==> config.mk <==
export PLATFORM = sky130hd
export DESIGN_NAME = fdi_ctrl
export DESIGN_NICKNAME = d
export VERILOG_FILES = /design/src/include/fdi_pkg.sv /design/src/core/fdi_ctrl.sv
export SDC_FILE = /design/constraint.sdc
export NUM_CORES = 1
export LEC_CHECK = 0
export ABC_AREA = 1
export BUFFER_PORTS_ARGS = -buffer_cell sky130_fd_sc_hd__buf_2
export CORE_MARGIN = 2
export CORE_UTILIZATION = 49
export DETAILED_ROUTE_END_ITERATION = 6
export HOLD_SLACK_MARGIN = 0.15
export PLACE_DENSITY_LB_ADDON = 0.15
export SLEW_MARGIN = 10
export SYNTH_ARGS = -nofsm -noshare
export SYNTH_HDL_FRONTEND = slang
export SYNTH_SLANG_ARGS = --single-unit
==> constraint.sdc <==
create_clock -name aclk -period 6.5 [get_ports aclk]
set_input_delay 1.3 -clock aclk [delete_from_list [all_inputs] [get_ports aclk]]
set_output_delay 1.3 -clock aclk [all_outputs]
set_load 0.1 [all_outputs]
==> src/include/fdi_pkg.sv <==
/*
  Shared constants and types for the diskette drive interface controller.
  Assumes a 25 MHz system clock and an AXI4-Lite register master.
*/
package fdi_pkg;

  // ------------------------------------------------------------------
  // Register map (byte addresses)
  // ------------------------------------------------------------------
  localparam logic [7:0] ADDR_CTRL = 8'h00;
  localparam logic [7:0] ADDR_SEEK = 8'h04;
  localparam logic [7:0] ADDR_STAT = 8'h08;
  localparam logic [7:0] ADDR_FIFO = 8'h0C;
  localparam logic [7:0] ADDR_IRQ_STAT = 8'h10;
  localparam logic [7:0] ADDR_IRQ_MASK = 8'h14;
  localparam logic [7:0] ADDR_FILL = 8'h18;

  // ------------------------------------------------------------------
  // Control register fields
  // ------------------------------------------------------------------
  localparam int CTRL_SEL = 0;
  localparam int CTRL_MOTOR = 1;
  localparam int CTRL_DIR_OUT = 2;
  localparam int CTRL_HEAD1 = 3;
  localparam int CTRL_CAP144 = 4;
  localparam int CTRL_WRITE = 5;
  localparam int CTRL_RATE250 = 6;
  localparam int CTRL_BURST = 7;
  localparam int CTRL_SWAP_ACK = 8;
  localparam logic [8:0] CTRL_RESET = 9'h010;

  // ------------------------------------------------------------------
  // Interrupt bits
  // ------------------------------------------------------------------
  localparam int IRQ_INDEX = 0;
  localparam int IRQ_SEEK_DONE = 1;
  localparam int IRQ_SWAPPED = 2;
  localparam int IRQ_WP_ERR = 3;
  localparam int IRQ_FIFO = 4;
  localparam int IRQ_W = 5;

  // ------------------------------------------------------------------
  // Timing
  // ------------------------------------------------------------------
  localparam int CLK_HZ = 25_000_000;
  localparam int RATE_FAST_BPS = 500_000;
  localparam int RATE_SLOW_BPS = 250_000;
  localparam int BIT_FAST = CLK_HZ / RATE_FAST_BPS;
  localparam int BIT_SLOW = CLK_HZ / RATE_SLOW_BPS;
  localparam int STEP_PULSE_NS = 4000;
  localparam int STEP_PULSE_CYC = (STEP_PULSE_NS * 25 + 999) / 1000;
  localparam int STEP_GAP_NS = 3_000_000;
  localparam int STEP_GAP_CYC = (STEP_GAP_NS / 1000) * 25;
  localparam int FIFO_DEPTH = 16;
  localparam int BURST_LEVEL = 8;

  // ------------------------------------------------------------------
  // Types
  // ------------------------------------------------------------------
  typedef enum logic [1:0] {SK_IDLE, SK_PULSE, SK_GAP} fdi_seek_t;

  typedef struct packed {
    logic sel_n;
    logic motor_n;
    logic dir_out;
    logic step_n;
    logic head_sel;
    logic cap_sel;
    logic rec_en_n;
    logic wr_data;
  } fdi_drv_out_t;

  typedef struct packed {
    logic index_n;
    logic outer_cyl_n;
    logic wp_n;
    logic hd_n;
    logic swapped_n;
    logic rd_data;
  } fdi_drv_in_t;

endpackage

==> src/core/fdi_ctrl.sv <==
/*
  Diskette drive interface controller: AXI4-Lite register slave, drive
  control pins, seek stepper, serial bit engine and 16-byte data FIFO.
  Assumes drive inputs already synchronous to aclk; one clock domain.
*/
// Local design decisions: the AXI4-Lite slave port and the register addresses.
`timescale 1ns/1ns
`default_nettype none
module fdi_ctrl (
  // Clock, reset, enable
  input wire logic aclk,
  input wire logic aresetn,
  input wire logic clk_en,
  // AXI4-Lite write
  input wire logic [7:0] s_axi_awaddr,
  input wire logic s_axi_awvalid,
  output logic s_axi_awready,
  input wire logic [31:0] s_axi_wdata,
  input wire logic [3:0] s_axi_wstrb,
  input wire logic s_axi_wvalid,
  output logic s_axi_wready,
  output logic [1:0] s_axi_bresp,
  output logic s_axi_bvalid,
  input wire logic s_axi_bready,
  // AXI4-Lite read
  input wire logic [7:0] s_axi_araddr,
  input wire logic s_axi_arvalid,
  output logic s_axi_arready,
  output logic [31:0] s_axi_rdata,
  output logic [1:0] s_axi_rresp,
  output logic s_axi_rvalid,
  input wire logic s_axi_rready,
  // Drive pins
  input wire fdi_pkg::fdi_drv_in_t drv_in,
  output fdi_pkg::fdi_drv_out_t drv_out,
  // Interrupt
  output logic irq
);
  import fdi_pkg::*;

  // ------------------------------------------------------------------
  // Registers
  // ------------------------------------------------------------------
  logic [8:0] ctrl_ff;
  logic [7:0] seek_cnt_ff;
  logic [IRQ_W-1:0] irq_stat_ff, irq_mask_ff;
  logic [7:0] fifo_mem_ff [FIFO_DEPTH];
  logic [3:0] wr_ptr_ff, rd_ptr_ff;
  logic [4:0] fill_ff;
  logic aw_ff, w_ff;
  logic [7:0] awaddr_ff;
  logic [31:0] wdata_ff;
  logic [3:0] wstrb_ff;
  logic bvalid_ff, rvalid_ff;
  logic [31:0] rdata_ff;
  fdi_seek_t seek_st_ff;
  logic [16:0] seek_tmr_ff;
  logic [7:0] bit_tmr_ff;
  logic [2:0] bit_idx_ff;
  logic [7:0] sh_ff;
  logic wr_bit_ff;
  logic index_d_ff, swap_d_ff, swap_hold_ff;

  // ------------------------------------------------------------------
  // Bus decode
  // ------------------------------------------------------------------
  logic wr_go, rd_go, fifo_push_bus, fifo_pop_bus, wp_hit, write_ok;
  logic bit_tick, byte_done, fifo_full, fifo_empty;
  logic [IRQ_W-1:0] ev;

  function automatic logic [31:0] merge(input logic [31:0] old,
                                        input logic [31:0] nw,
                                        input logic [3:0] st);
    logic [31:0] r;
    r = old;
    for (int i = 0; i < 4; i++) begin
      if (st[i]) begin
        r[i*8 +: 8] = nw[i*8 +: 8];
      end
    end
    return r;
  endfunction

  assign s_axi_awready = !aw_ff && !bvalid_ff;
  assign s_axi_wready = !w_ff && !bvalid_ff;
  assign s_axi_arready = !rvalid_ff;
  assign s_axi_bresp = 2'h0;
  assign s_axi_rresp = 2'h0;
  assign s_axi_bvalid = bvalid_ff;
  assign s_axi_rvalid = rvalid_ff;
  assign s_axi_rdata = rdata_ff;
  assign wr_go = clk_en && aw_ff && w_ff && !bvalid_ff;
  assign rd_go = clk_en && s_axi_arvalid && !rvalid_ff;
  assign fifo_full = fill_ff == 5'(FIFO_DEPTH);
  assign fifo_empty = fill_ff == 5'h00;
  assign fifo_push_bus = wr_go && awaddr_ff == ADDR_FIFO && !fifo_full
                         && wstrb_ff[0];
  assign fifo_pop_bus = rd_go && s_axi_araddr == ADDR_FIFO && !fifo_empty;

  always_ff @(posedge aclk) begin
    if (!aresetn) begin
      aw_ff <= 1'b0;
      w_ff <= 1'b0;
      awaddr_ff <= 8'h00;
      wdata_ff <= 32'h0000_0000;
      wstrb_ff <= 4'h0;
      bvalid_ff <= 1'b0;
    end else if (clk_en) begin
      if (s_axi_awvalid && s_axi_awready) begin
        aw_ff <= 1'b1;
        awaddr_ff <= s_axi_awaddr;
      end
      if (s_axi_wvalid && s_axi_wready) begin
        w_ff <= 1'b1;
        wdata_ff <= s_axi_wdata;
        wstrb_ff <= s_axi_wstrb;
      end
      if (wr_go) begin
        aw_ff <= 1'b0;
        w_ff <= 1'b0;
        bvalid_ff <= 1'b1;
      end else if (bvalid_ff && s_axi_bready) begin
        bvalid_ff <= 1'b0;
      end
    end
  end

  // Read data; unmapped addresses answer OKAY with zero
  always_ff @(posedge aclk) begin
    if (!aresetn) begin
      rvalid_ff <= 1'b0;
      rdata_ff <= 32'h0000_0000;
    end else if (clk_en) begin
      if (rd_go) begin
        rvalid_ff <= 1'b1;
        case (s_axi_araddr)
          ADDR_CTRL: rdata_ff <= {23'h0, ctrl_ff};
          ADDR_SEEK: rdata_ff <= {24'h0, seek_cnt_ff};
          ADDR_STAT: rdata_ff <= {26'h0, seek_st_ff != SK_IDLE,
                                  !drv_in.hd_n, !drv_in.swapped_n,
                                  !drv_in.wp_n, !drv_in.outer_cyl_n,
                                  !drv_in.index_n};
          ADDR_FIFO: rdata_ff <= {24'h0, fifo_mem_ff[rd_ptr_ff]};
          ADDR_IRQ_STAT: rdata_ff <= {27'h0, irq_stat_ff};
          ADDR_IRQ_MASK: rdata_ff <= {27'h0, irq_mask_ff};
          ADDR_FILL: rdata_ff <= {27'h0, fill_ff};
          default: rdata_ff <= 32'h0000_0000;
        endcase
      end else if (rvalid_ff && s_axi_rready) begin
        rvalid_ff <= 1'b0;
      end
    end
  end

  // ------------------------------------------------------------------
  // Control and mask registers
  // ------------------------------------------------------------------
  // write mode refused on protected media
  assign wp_hit = wr_go && awaddr_ff == ADDR_CTRL && wstrb_ff[0]
                  && wdata_ff[CTRL_WRITE] && !drv_in.wp_n;
  always_ff @(posedge aclk) begin
    if (!aresetn) begin
      ctrl_ff <= CTRL_RESET;
      irq_mask_ff <= '0;
    end else if (clk_en) begin
      if (wr_go && awaddr_ff == ADDR_CTRL) begin
        ctrl_ff <= 9'(merge({23'h0, ctrl_ff}, wdata_ff, wstrb_ff));
        if (wp_hit) begin
          ctrl_ff[CTRL_WRITE] <= 1'b0;
        end
      end else begin
        // drop write mode if protect appears
        if (!drv_in.wp_n) begin
          ctrl_ff[CTRL_WRITE] <= 1'b0;
        end
        // Acknowledge is a one-shot request
        ctrl_ff[CTRL_SWAP_ACK] <= 1'b0;
      end
      if (wr_go && awaddr_ff == ADDR_IRQ_MASK && wstrb_ff[0]) begin
        irq_mask_ff <= wdata_ff[IRQ_W-1:0];
      end
    end
  end

  // ------------------------------------------------------------------
  // Seek stepper
  // ------------------------------------------------------------------
  // Step gap is long so the drive can settle between cylinders
  always_ff @(posedge aclk) begin
    if (!aresetn) begin
      seek_st_ff <= SK_IDLE;
      seek_cnt_ff <= 8'h00;
      seek_tmr_ff <= '0;
    end else if (clk_en) begin
      case (seek_st_ff)
        SK_IDLE: begin
          if (wr_go && awaddr_ff == ADDR_SEEK && wstrb_ff[0]) begin
            seek_cnt_ff <= wdata_ff[7:0];
          end else if (seek_cnt_ff != 8'h00 && ctrl_ff[CTRL_SEL]) begin
            seek_st_ff <= SK_PULSE;
            seek_tmr_ff <= 17'(STEP_PULSE_CYC - 1);
          end
        end
        SK_PULSE: begin
          if (seek_tmr_ff == '0) begin
            seek_st_ff <= SK_GAP;
            seek_cnt_ff <= seek_cnt_ff - 8'h01;
            seek_tmr_ff <= 17'(STEP_GAP_CYC - 1);
          end else begin
            seek_tmr_ff <= seek_tmr_ff - 17'h00001;
          end
        end
        SK_GAP: begin
          if (seek_tmr_ff == '0) begin
            seek_st_ff <= SK_IDLE;
          end else begin
            seek_tmr_ff <= seek_tmr_ff - 17'h00001;
          end
        end
        default: seek_st_ff <= SK_IDLE;
      endcase
    end
  end

  // ------------------------------------------------------------------
  // Serial bit engine and FIFO
  // ------------------------------------------------------------------
  // bit period from selected rate
  assign bit_tick = bit_tmr_ff == 8'h00;
  assign byte_done = bit_tick && bit_idx_ff == 3'h7
                     && ctrl_ff[CTRL_SEL] && ctrl_ff[CTRL_MOTOR] == 1'b1;
  assign write_ok = ctrl_ff[CTRL_WRITE] && drv_in.wp_n;
  always_ff @(posedge aclk) begin
    if (!aresetn) begin
      bit_tmr_ff <= 8'h00;
      bit_idx_ff <= 3'h0;
      sh_ff <= 8'h00;
      wr_bit_ff <= 1'b0;
    end else if (clk_en) begin
      if (bit_tick) begin
        bit_tmr_ff <= ctrl_ff[CTRL_RATE250] ? 8'(BIT_SLOW - 1)
                                            : 8'(BIT_FAST - 1);
        bit_idx_ff <= bit_idx_ff + 3'h1;
        if (write_ok) begin
          wr_bit_ff <= fifo_empty ? 1'b0 : fifo_mem_ff[rd_ptr_ff][bit_idx_ff];
        end else begin
          sh_ff <= {drv_in.rd_data, sh_ff[7:1]};
          wr_bit_ff <= 1'b0;
        end
      end else begin
        bit_tmr_ff <= bit_tmr_ff - 8'h01;
      end
    end
  end

  // 16-byte FIFO between bus and disk
  logic eng_push, eng_pop, push, pop;
  assign eng_push = byte_done && !write_ok && !fifo_full;
  assign eng_pop = byte_done && write_ok && !fifo_empty;
  assign push = fifo_push_bus || eng_push;
  assign pop = fifo_pop_bus || eng_pop;
  always_ff @(posedge aclk) begin
    if (!aresetn) begin
      wr_ptr_ff <= 4'h0;
      rd_ptr_ff <= 4'h0;
      fill_ff <= 5'h00;
    end else if (clk_en) begin
      if (push) begin
        fifo_mem_ff[wr_ptr_ff] <= eng_push ? sh_ff : wdata_ff[7:0];
        wr_ptr_ff <= wr_ptr_ff + 4'h1;
      end
      if (pop) begin
        rd_ptr_ff <= rd_ptr_ff + 4'h1;
      end
      fill_ff <= fill_ff + 5'(push) - 5'(pop);
    end
  end

  // ------------------------------------------------------------------
  // Interrupts
  // ------------------------------------------------------------------
  logic fifo_req, stat_rd;
  // burst waits for half fill, else per byte
  assign fifo_req = ctrl_ff[CTRL_BURST]
    ? (write_ok ? fill_ff <= 5'(BURST_LEVEL) : fill_ff >= 5'(BURST_LEVEL))
    : (write_ok ? !fifo_full : !fifo_empty);
  always_comb begin
    ev = '0;
    ev[IRQ_INDEX] = index_d_ff && !drv_in.index_n;
    ev[IRQ_SEEK_DONE] = seek_st_ff == SK_GAP && seek_cnt_ff == 8'h00
                        && seek_tmr_ff == '0;
    ev[IRQ_SWAPPED] = swap_d_ff && !drv_in.swapped_n;
    ev[IRQ_WP_ERR] = wp_hit;
    ev[IRQ_FIFO] = fifo_req && ctrl_ff[CTRL_MOTOR];
  end
  assign stat_rd = rd_go && s_axi_araddr == ADDR_IRQ_STAT;
  always_ff @(posedge aclk) begin
    if (!aresetn) begin
      irq_stat_ff <= '0;
      index_d_ff <= 1'b1;
      swap_d_ff <= 1'b1;
      swap_hold_ff <= 1'b0;
    end else if (clk_en) begin
      index_d_ff <= drv_in.index_n;
      swap_d_ff <= drv_in.swapped_n;
      // Set wins over the read clear
      irq_stat_ff <= (stat_rd ? '0 : irq_stat_ff) | ev;
      // acknowledge pulse held until drive releases
      if (ctrl_ff[CTRL_SWAP_ACK]) begin
        swap_hold_ff <= 1'b1;
      end else if (drv_in.swapped_n) begin
        swap_hold_ff <= 1'b0;
      end
    end
  end
  assign irq = |(irq_stat_ff & irq_mask_ff);

  // ------------------------------------------------------------------
  // Drive pins
  // ------------------------------------------------------------------
  logic any_sel;
  assign any_sel = ctrl_ff[CTRL_SEL];
  always_comb begin
    // unit select gates the motor, write gate and write data outputs
    drv_out.sel_n = !any_sel || swap_hold_ff;
    drv_out.motor_n = !(any_sel && ctrl_ff[CTRL_MOTOR]);
    drv_out.dir_out = ctrl_ff[CTRL_DIR_OUT];
    drv_out.step_n = seek_st_ff != SK_PULSE;
    drv_out.head_sel = !ctrl_ff[CTRL_HEAD1];
    drv_out.cap_sel = ctrl_ff[CTRL_CAP144];
    drv_out.rec_en_n = !(any_sel && write_ok);
    drv_out.wr_data = wr_bit_ff && any_sel && write_ok;
  end

  // No dedicated pin: acknowledge is a deselect held until the drive releases swapped_n

endmodule // fdi_ctrl
`default_nettype wire

==> run_results.csv, run 1 <==
group,metric,value,unit
critical_path,worst_setup_path_end_kind,"flip-flop",
synth,yosys_most_used_dff,"sky130_fd_sc_hd__edfxtp_1",
power,powerDensity,289,nW/um^2
sta,maxClockFrequency,270,MHz
final_layout,postLayoutCoreUtil,55.3,%
status,outcome,"finished clean",
global_routing,largest_net_degree_at_the_start_of_global_routing,72,
detailed_routing,drt_initial_violations,775,
flow_run,timing.max_cap.violations,0,
synth,synth_top_area_share,33.1,%
power,switching_share,28.1,%
floorplanning,rows,56,
critical_path,timing_worst_setup_path_type,"input port to flip-flop",
critical_path,critical_path.cell_chain,"buf_2, buf_4, nand3_1, o21ai_1, inv_1, nor2_1, ha_1, inv_1, ha_1, inv_1, fa_1, o21ai_0, a21oi_1, xor2_1, o21ai_0, inv_1",
critical_path,critPathMaxStageDelay,400,ps
clock_network,clock_tree.htree_level_count,1,
sta,slew_headroom,39.7,%
placement,place_congestion,0.904,
clock_network,ctsLongestPathBuffers,3,
floorplanning,die-area,25000,sq um
floorplanning,core-area,23400,sq um
clock_network,clkLatencyLatePin,530,ps
synth,ys_seq_elements,246,
power,share_seq_of_total_power,46.4,%
critical_path,cp_data_arrival_time,4130,ps
synth,synth.lib_cells_used.distinct,42,
power,peakVddDrop,0.000201,V
detailed_routing,post_drt_via_cell_ratio,5.23,
critical_path,critPathMaxFanout,24,
synth,postSynthCellCount,1397,
final_layout,layout.cells.most_common,"sky130_fd_sc_hd__nand2_1",
final_layout,final_cell_mix,"309 x sky130_fd_sc_hd__nand2_1, 153 x sky130_fd_sc_hd__inv_1, 149 x sky130_fd_sc_hd__nor2_1",
detailed_routing,routed-via-count,9337,
synth,syn_area_per_cell,8.32,sq um
detailed_routing,wire_per_inst,15.6,microns
floorplanning,horizontal_extent_of_the_die,158,microns
power,power.share.combinational,15.2,%
final_layout,area_delta_synth_final,11.2,%
clock_network,cts_repair_resize_count,0,
power,power.static_leakage,5.31,nW
power,internal_power,2.69,mW
power,power_switching,1.05,mW
floorplanning,io_pins,116,
sta,timing.final.crit_share,57.0,%
hold_path,hold_class,"flip-flop to flip-flop",
critical_path,crit_path_start_kind,"input port",
global_routing,grt_pass1_wl,44200,microns
critical_path,critPathTopFamily,"adder cells",
clock_network,cts.reportedPaths.clkPinSlew,60,ps
final_layout,nFillCells,2197,
sta,finalWorstSetupSlack,2790,ps
clock_network,cts-buffers-inserted,27,
synth,async_reset_ff_share,0,%
floorplanning,die_height,158,microns
global_routing,first_global_vias,8499,
power,clockPowerShare,38.4,%
clock_network,root_buffer,"sky130_fd_sc_hd__clkbuf_16",
clock_network,cts_tree,"done",
detailed_routing,detail_route.first_pass.iterations,6,
placement,count_of_port_buffers_added_during_placement,63,
global_routing,grt_antenna_before_repair,0,
synth,synth_seq_area_share,53.4,%
sta,finalWorstPathRequiredPeriod,3710,ps
final_layout,num_antenna_cells,0,
global_routing,overflow,0,
clock_network,cts.sinks,246,
final_layout,layout-drive-gt1-share,9.27,%
sta,hold_viol,0,
synth,number_of_synthesis_warnings,0,
critical_path,critPathSlowestCell,"sky130_fd_sc_hd__fa_1",
synth,netlist_top_cells_area,"sky130_fd_sc_hd__edfxtp_1 33%, sky130_fd_sc_hd__dfxtp_1 20%, sky130_fd_sc_hd__nand2_1 10%",
critical_path,critPathMostFrequentCell,"sky130_fd_sc_hd__inv_1",
synth,yosys.area.top_type,"sky130_fd_sc_hd__edfxtp_1",
detailed_routing,number_of_nets_with_antenna_violations_after_detailed_routing,0,
placement,place_worst_setup_slack,2280,ps
sta,rsz_0062_raised_after_global_routing,"no",
sta,tightestPinTransition,904,ps
floorplanning,initial_core_util,49.7,%
sta,clock-skew-final,25.1,ps
sta,final_number_of_max_transition_violations,0,
clock_network,cts.repair_timing.setup_buffer_count,0,
detailed_routing,wl,27800,microns
clock_network,cts-hold-fix-buffers,0,
critical_path,cp.buffers_inverters,6,
synth,synth_enable_flop_cells,128,
sta,whs,451,ps
sta,finalSetupViolations,0,
global_routing,globalRouteTotalUtil,22.5,%
synth,synth_area,11600,sq um
critical_path,worstPathRequired,6930,ps
detailed_routing,route.detailed.drc,0,
final_layout,fin_nets,1538,
placement,detailed_place_hpwl,18800,microns
sta,fin_tns_setup,0,ps
## area by class of cell
type	instances	area (sq um)	area share [%]
Multi-Input combinational cell	937	4480	34.6
Sequential cell	246	6210	48.0
Clock buffer	36	739	5.72
Clock inverter	13	95.1	0.735
Tap cell	319	399	3.09
Inverter	159	597	4.62
Timing Repair Buffer	76	413	3.19
## registers in the layout, summed over array words and instances (netlist names), 2 cells and up, named ones only
name,cells
s_axi_rdata,9
wdata_ff,9
rd_ptr_ff,4
awaddr_ff,8
seek_cnt_ff,8
seek_st_ff,2
seek_tmr_ff,17
bit_tmr_ff,8
irq_stat_ff,5
fill_ff,5
fifo_mem_ff,128
ctrl_ff,9
wstrb_ff,2
sh_ff,8
irq_mask_ff,5
bit_idx_ff,3
wr_ptr_ff,4
## layer usage
| layer | vias up | wire length, microns | part of all wire (%) | global-route usage, % |
|---|---|---|---|---|
| li1 | 4668 | - | - | - |
| met1 | 4341 | 12900 | 46 | 32.1 |
| met2 | 284 | 12400 | 45 | 35.9 |
| met3 | 44 | 1780 | 6.4 | 3.23 |
| met4 | 0 | 748 | 2.7 | 6.48 |
| met5 | - | 0 | 0 | 0 |
## cells in the mapped netlist, types with 8 or more instances
| master | n |
|---|---|
| sky130_fd_sc_hd__o21ai_0 | 102 |
| sky130_fd_sc_hd__dfxtp_1 | 118 |
| sky130_fd_sc_hd__buf_4 | 29 |
| sky130_fd_sc_hd__edfxtp_1 | 128 |
| sky130_fd_sc_hd__buf_2 | 8 |
| sky130_fd_sc_hd__clkbuf_1 | 37 |
| sky130_fd_sc_hd__nor3_1 | 13 |
| sky130_fd_sc_hd__nor2_1 | 149 |
| sky130_fd_sc_hd__nand3_1 | 119 |
| sky130_fd_sc_hd__nand4_1 | 8 |
| sky130_fd_sc_hd__ha_1 | 24 |
| sky130_fd_sc_hd__nand2_1 | 309 |
| sky130_fd_sc_hd__a21oi_1 | 101 |
| sky130_fd_sc_hd__inv_1 | 153 |
| sky130_fd_sc_hd__o21ai_1 | 13 |
| sky130_fd_sc_hd__o211ai_1 | 9 |
| sky130_fd_sc_hd__xor2_1 | 10 |
## cells by family after synthesis
logic type / Yosys count / share of synthesized area, %
other: 1 / 0.0323
XOR/XNOR: 13 / 0.980
AO/OA/AOI/OAI: 253 / 11.6
buffers and inverters: 240 / 8.90
adder cells (fa/ha/maj): 25 / 2.76
AND/OR/NAND/NOR: 619 / 22.3
flip-flops: 246 / 53.4
## power groups by stage
stage	logic (mW)	registers, mW	clock network [mW]
3_5_place_dp	0.567	1.77	0
5_1_grt	0.647	1.74	1.53
2_1_floorplan	0.462	1.76	0
6_report	0.569	1.73	1.43
4_1_cts	0.569	1.73	1.47
3_3_place_gp	0.558	1.76	0
## worst register-to-register path, delay by kind of cell (launching register included)
| kind | cells | cell delay [ps] |
|---|---|---|
| flip-flops | 1 | 330 |
| XOR/XNOR | 1 | 150 |
| AO/OA/AOI/OAI | 3 | 450 |
| buffers and inverters | 5 | 390 |
| AND/OR/NAND/NOR | 3 | 910 |
| adder cells (fa/ha/maj) | 4 | 1080 |
## worst paths after layout
path	from	to	slack, ps	depth (start not counted)
min	awaddr_ff[7]	awaddr_ff[7]	450	2
max reg2reg	fill_ff[2]	fill_ff[4]	3100	16
min reg2reg	awaddr_ff[7]	awaddr_ff[7]	450	2
max	clk_en	fill_ff[4]	2790	16
## through the flow
stage | cells | area, sq um | total power, mW
after CTS | 1786 | 12900 | 3.77
after detailed placement | 1737 | 12100 | 2.33
final | 1786 | 12900 | 3.74
after global placement | 1737 | 12100 | 2.32
after global routing | 1786 | 12900 | 3.92
after floorplan | 1423 | 11700 | 2.22
Note: power is estimated with default switching activity, not from simulation.
==> run 2, diff against run 1 <==
clock period = 3.67 ns   (was 6.5 ns; I/O delays follow)
==> run 2 against run 1 <==
  * Worst setup slack lost 2200 ps
  * Sequential power grew 77%
  * Sequential cell count is the same
  * Highest routed layer unchanged
==> run_results.csv, run 2 (same netlist as run 1, synthesis figures left out) <==
group,metric,value,unit
critical_path,critPathMostFrequentCell,"sky130_fd_sc_hd__inv_1",
critical_path,critPathSlowestCell,"sky130_fd_sc_hd__fa_1",
power,switching_share,28.4,%
sta,finalWorstPathRequiredPeriod,3100,ps
floorplanning,die_height,158,microns
clock_network,root_buffer,"sky130_fd_sc_hd__clkbuf_16",
power,peakVddDrop,0.000371,V
placement,detailed_place_hpwl,19300,microns
sta,slew_headroom,49.3,%
power,clockPowerShare,37.2,%
global_routing,grt_pass1_wl,44700,microns
placement,postPlaceCellArea,12300,sq um
power,power.static_leakage,5.42,nW
final_layout,finalInstanceArea,13100,sq um
clock_network,cts.reportedPaths.clkPinSlew,60,ps
clock_network,cts-buffers-inserted,27,
clock_network,cts_repair_resize_count,0,
critical_path,cp_data_arrival_time,3520,ps
detailed_routing,wl,28500,microns
final_layout,fin_nets,1565,
hold_path,hold_class,"flip-flop to flip-flop",
flow_run,timing.max_cap.violations,0,
clock_network,clkLatencyLatePin,530,ps
floorplanning,io_pins,116,
final_layout,num_antenna_cells,0,
floorplanning,horizontal_extent_of_the_die,158,microns
power,power_switching,1.85,mW
clock_network,cts.repair_timing.setup_buffer_count,0,
final_layout,biggestRegsByFlops,"fifo_mem_ff x128, seek_tmr_ff x17",
sta,maxClockFrequency,323,MHz
power,power.share.combinational,15.6,%
critical_path,critPathMaxStageDelay,400,ps
clock_network,clock_tree.htree_level_count,1,
critical_path,timing_worst_setup_path_type,"flip-flop to flip-flop",
power,powerDensity,498,nW/um^2
critical_path,worstPathRequired,4090,ps
final_layout,final_cell_mix,"309 x sky130_fd_sc_hd__nand2_1, 153 x sky130_fd_sc_hd__inv_1, 149 x sky130_fd_sc_hd__nor2_1",
sta,timing.final.crit_share,84.4,%
final_layout,flip_flop_count_of_the_largest_register_all_copies_and_words_added,128,
final_layout,layout.cells.most_common,"sky130_fd_sc_hd__nand2_1",
global_routing,globalRouteTotalUtil,22.8,%
sta,fin_tns_setup,0,ps
placement,place_congestion,0.887,
clock_network,cts_tree,"done",
global_routing,first_global_vias,8564,
global_routing,largest_net_degree_at_the_start_of_global_routing,71,
sta,final_number_of_max_transition_violations,0,
floorplanning,rows,56,
power,internal_power,4.67,mW
sta,clock-skew-final,16.5,ps
detailed_routing,route.detailed.drc,0,
detailed_routing,detail_route.first_pass.iterations,6,
detailed_routing,routed-via-count,9358,
clock_network,ctsLongestPathBuffers,3,
critical_path,critical_path.cell_chain,"inv_1, ha_1, nand3_1, nand4_1, nand2_1, inv_1, ha_1, inv_1, ha_1, inv_1, fa_1, o21ai_0, a21oi_1, xor2_1, o21ai_0, inv_1",
global_routing,grt_antenna_before_repair,0,
critical_path,worst_setup_path_end_kind,"flip-flop",
detailed_routing,drt_initial_violations,742,
detailed_routing,wire_per_inst,15.7,microns
floorplanning,initial_core_util,49.7,%
floorplanning,die-area,25000,sq um
sta,finalSetupViolations,0,
clock_network,cts.sinks,246,
detailed_routing,post_drt_via_cell_ratio,5.16,
power,share_seq_of_total_power,47.2,%
sta,tightestPinTransition,761,ps
critical_path,critPathMaxFanout,5,
sta,rsz_0062_raised_after_global_routing,"no",
critical_path,crit_path_start_kind,"flip-flop",
clock_network,cts-hold-fix-buffers,0,
placement,count_of_port_buffers_added_during_placement,63,
final_layout,area_delta_synth_final,12.5,%
global_routing,overflow,0,
floorplanning,core-area,23400,sq um
sta,hold_viol,0,
final_layout,layout-drive-gt1-share,10.4,%
status,outcome,"finished clean",
detailed_routing,number_of_nets_with_antenna_violations_after_detailed_routing,0,
final_layout,regMostFlops,"fifo_mem_ff",
-- run 2: cell types whose count changed in the layout (fill, tap and decap cells not counted) --
cell,before,now
sky130_fd_sc_hd__buf_4,13,40
sky130_fd_sc_hd__clkinv_1,4,9
sky130_fd_sc_hd__clkinv_2,8,4
sky130_fd_sc_hd__clkbuf_1,6,7
sky130_fd_sc_hd__inv_4,0,1
sky130_fd_sc_hd__clkbuf_8,3,2
sky130_fd_sc_hd__clkinv_4,2,0
sky130_fd_sc_hd__bufinv_16,1,0
-- run 2: path summary, 6_finish.rpt --
path | depth (start not counted) | to | from | slack (ps)
worst max-delay path | 16 | fill_ff[4] | fill_ff[2] | 570
worst min-delay path | 2 | swap_d_ff | swap_d_ff | 450
worst max register to register | 16 | fill_ff[4] | fill_ff[2] | 570
worst min register to register | 2 | swap_d_ff | swap_d_ff | 450
-- run 2: final cells by class --
class                           instances  area (sq um)
Multi-Input combinational cell        937          4480
Clock buffer                           36           729
Tap cell                              319           399
Clock inverter                         12          52.6
Fill cell                            2178         10300
Timing Repair Buffer                  103           616
Inverter                              159           597
Sequential cell                       246          6210
-- run 2: power by group through the flow --
stage | logic [mW] | clock network, mW | registers, mW
floorplan | 0.819 | 0 | 3.12
global placement | 1.00 | 0 | 3.13
detailed placement | 1.01 | 0 | 3.13
CTS | 1.02 | 2.48 | 3.07
global route | 1.16 | 2.58 | 3.08
finish | 1.02 | 2.43 | 3.07
-- run 2: worst max-delay path, delay by kind of cell, from the launching register on --
family	cells	cell delay (ps)
fa+ha+maj	4	1030
simple gates	3	550
buf+inv	5	510
compound gates	3	440
flops	1	320
xor+xnor	1	140
-- run 2: metrics by stage --
| stage | power [mW] | utilization, % | worst slack [ps] | hold WS, ps | instances |
|---|---|---|---|---|---|
| 4_1_cts | 6.56 | 55.9 | 583 | 451 | 1812 |
| 6_report | 6.51 | 55.9 | 573 | 454 | 1812 |
| 5_1_grt | 6.82 | 55.9 | 316 | 472 | 1812 |
| 3_5_place_dp | 4.14 | 52.6 | 372 | 443 | 1764 |
| 3_3_place_gp | 4.13 | 52.6 | 409 | 441 | 1764 |
| 2_1_floorplan | 3.94 | - | 59.6 | 425 | 1423 |
-- run 2: routing by layer --
layer / part of all wire, % / wire length (microns) / track usage, % / vias to the layer above
met2: 45 / 13000 / 36.4 / 269
met1: 45 / 12900 / 31.9 / 4302
met4: 3.6 / 1020 / 7.55 / 0
met3: 5.8 / 1660 / 3.59 / 56
met5: 0 / 0 / 0 / -
li1: - / - / - / 4731
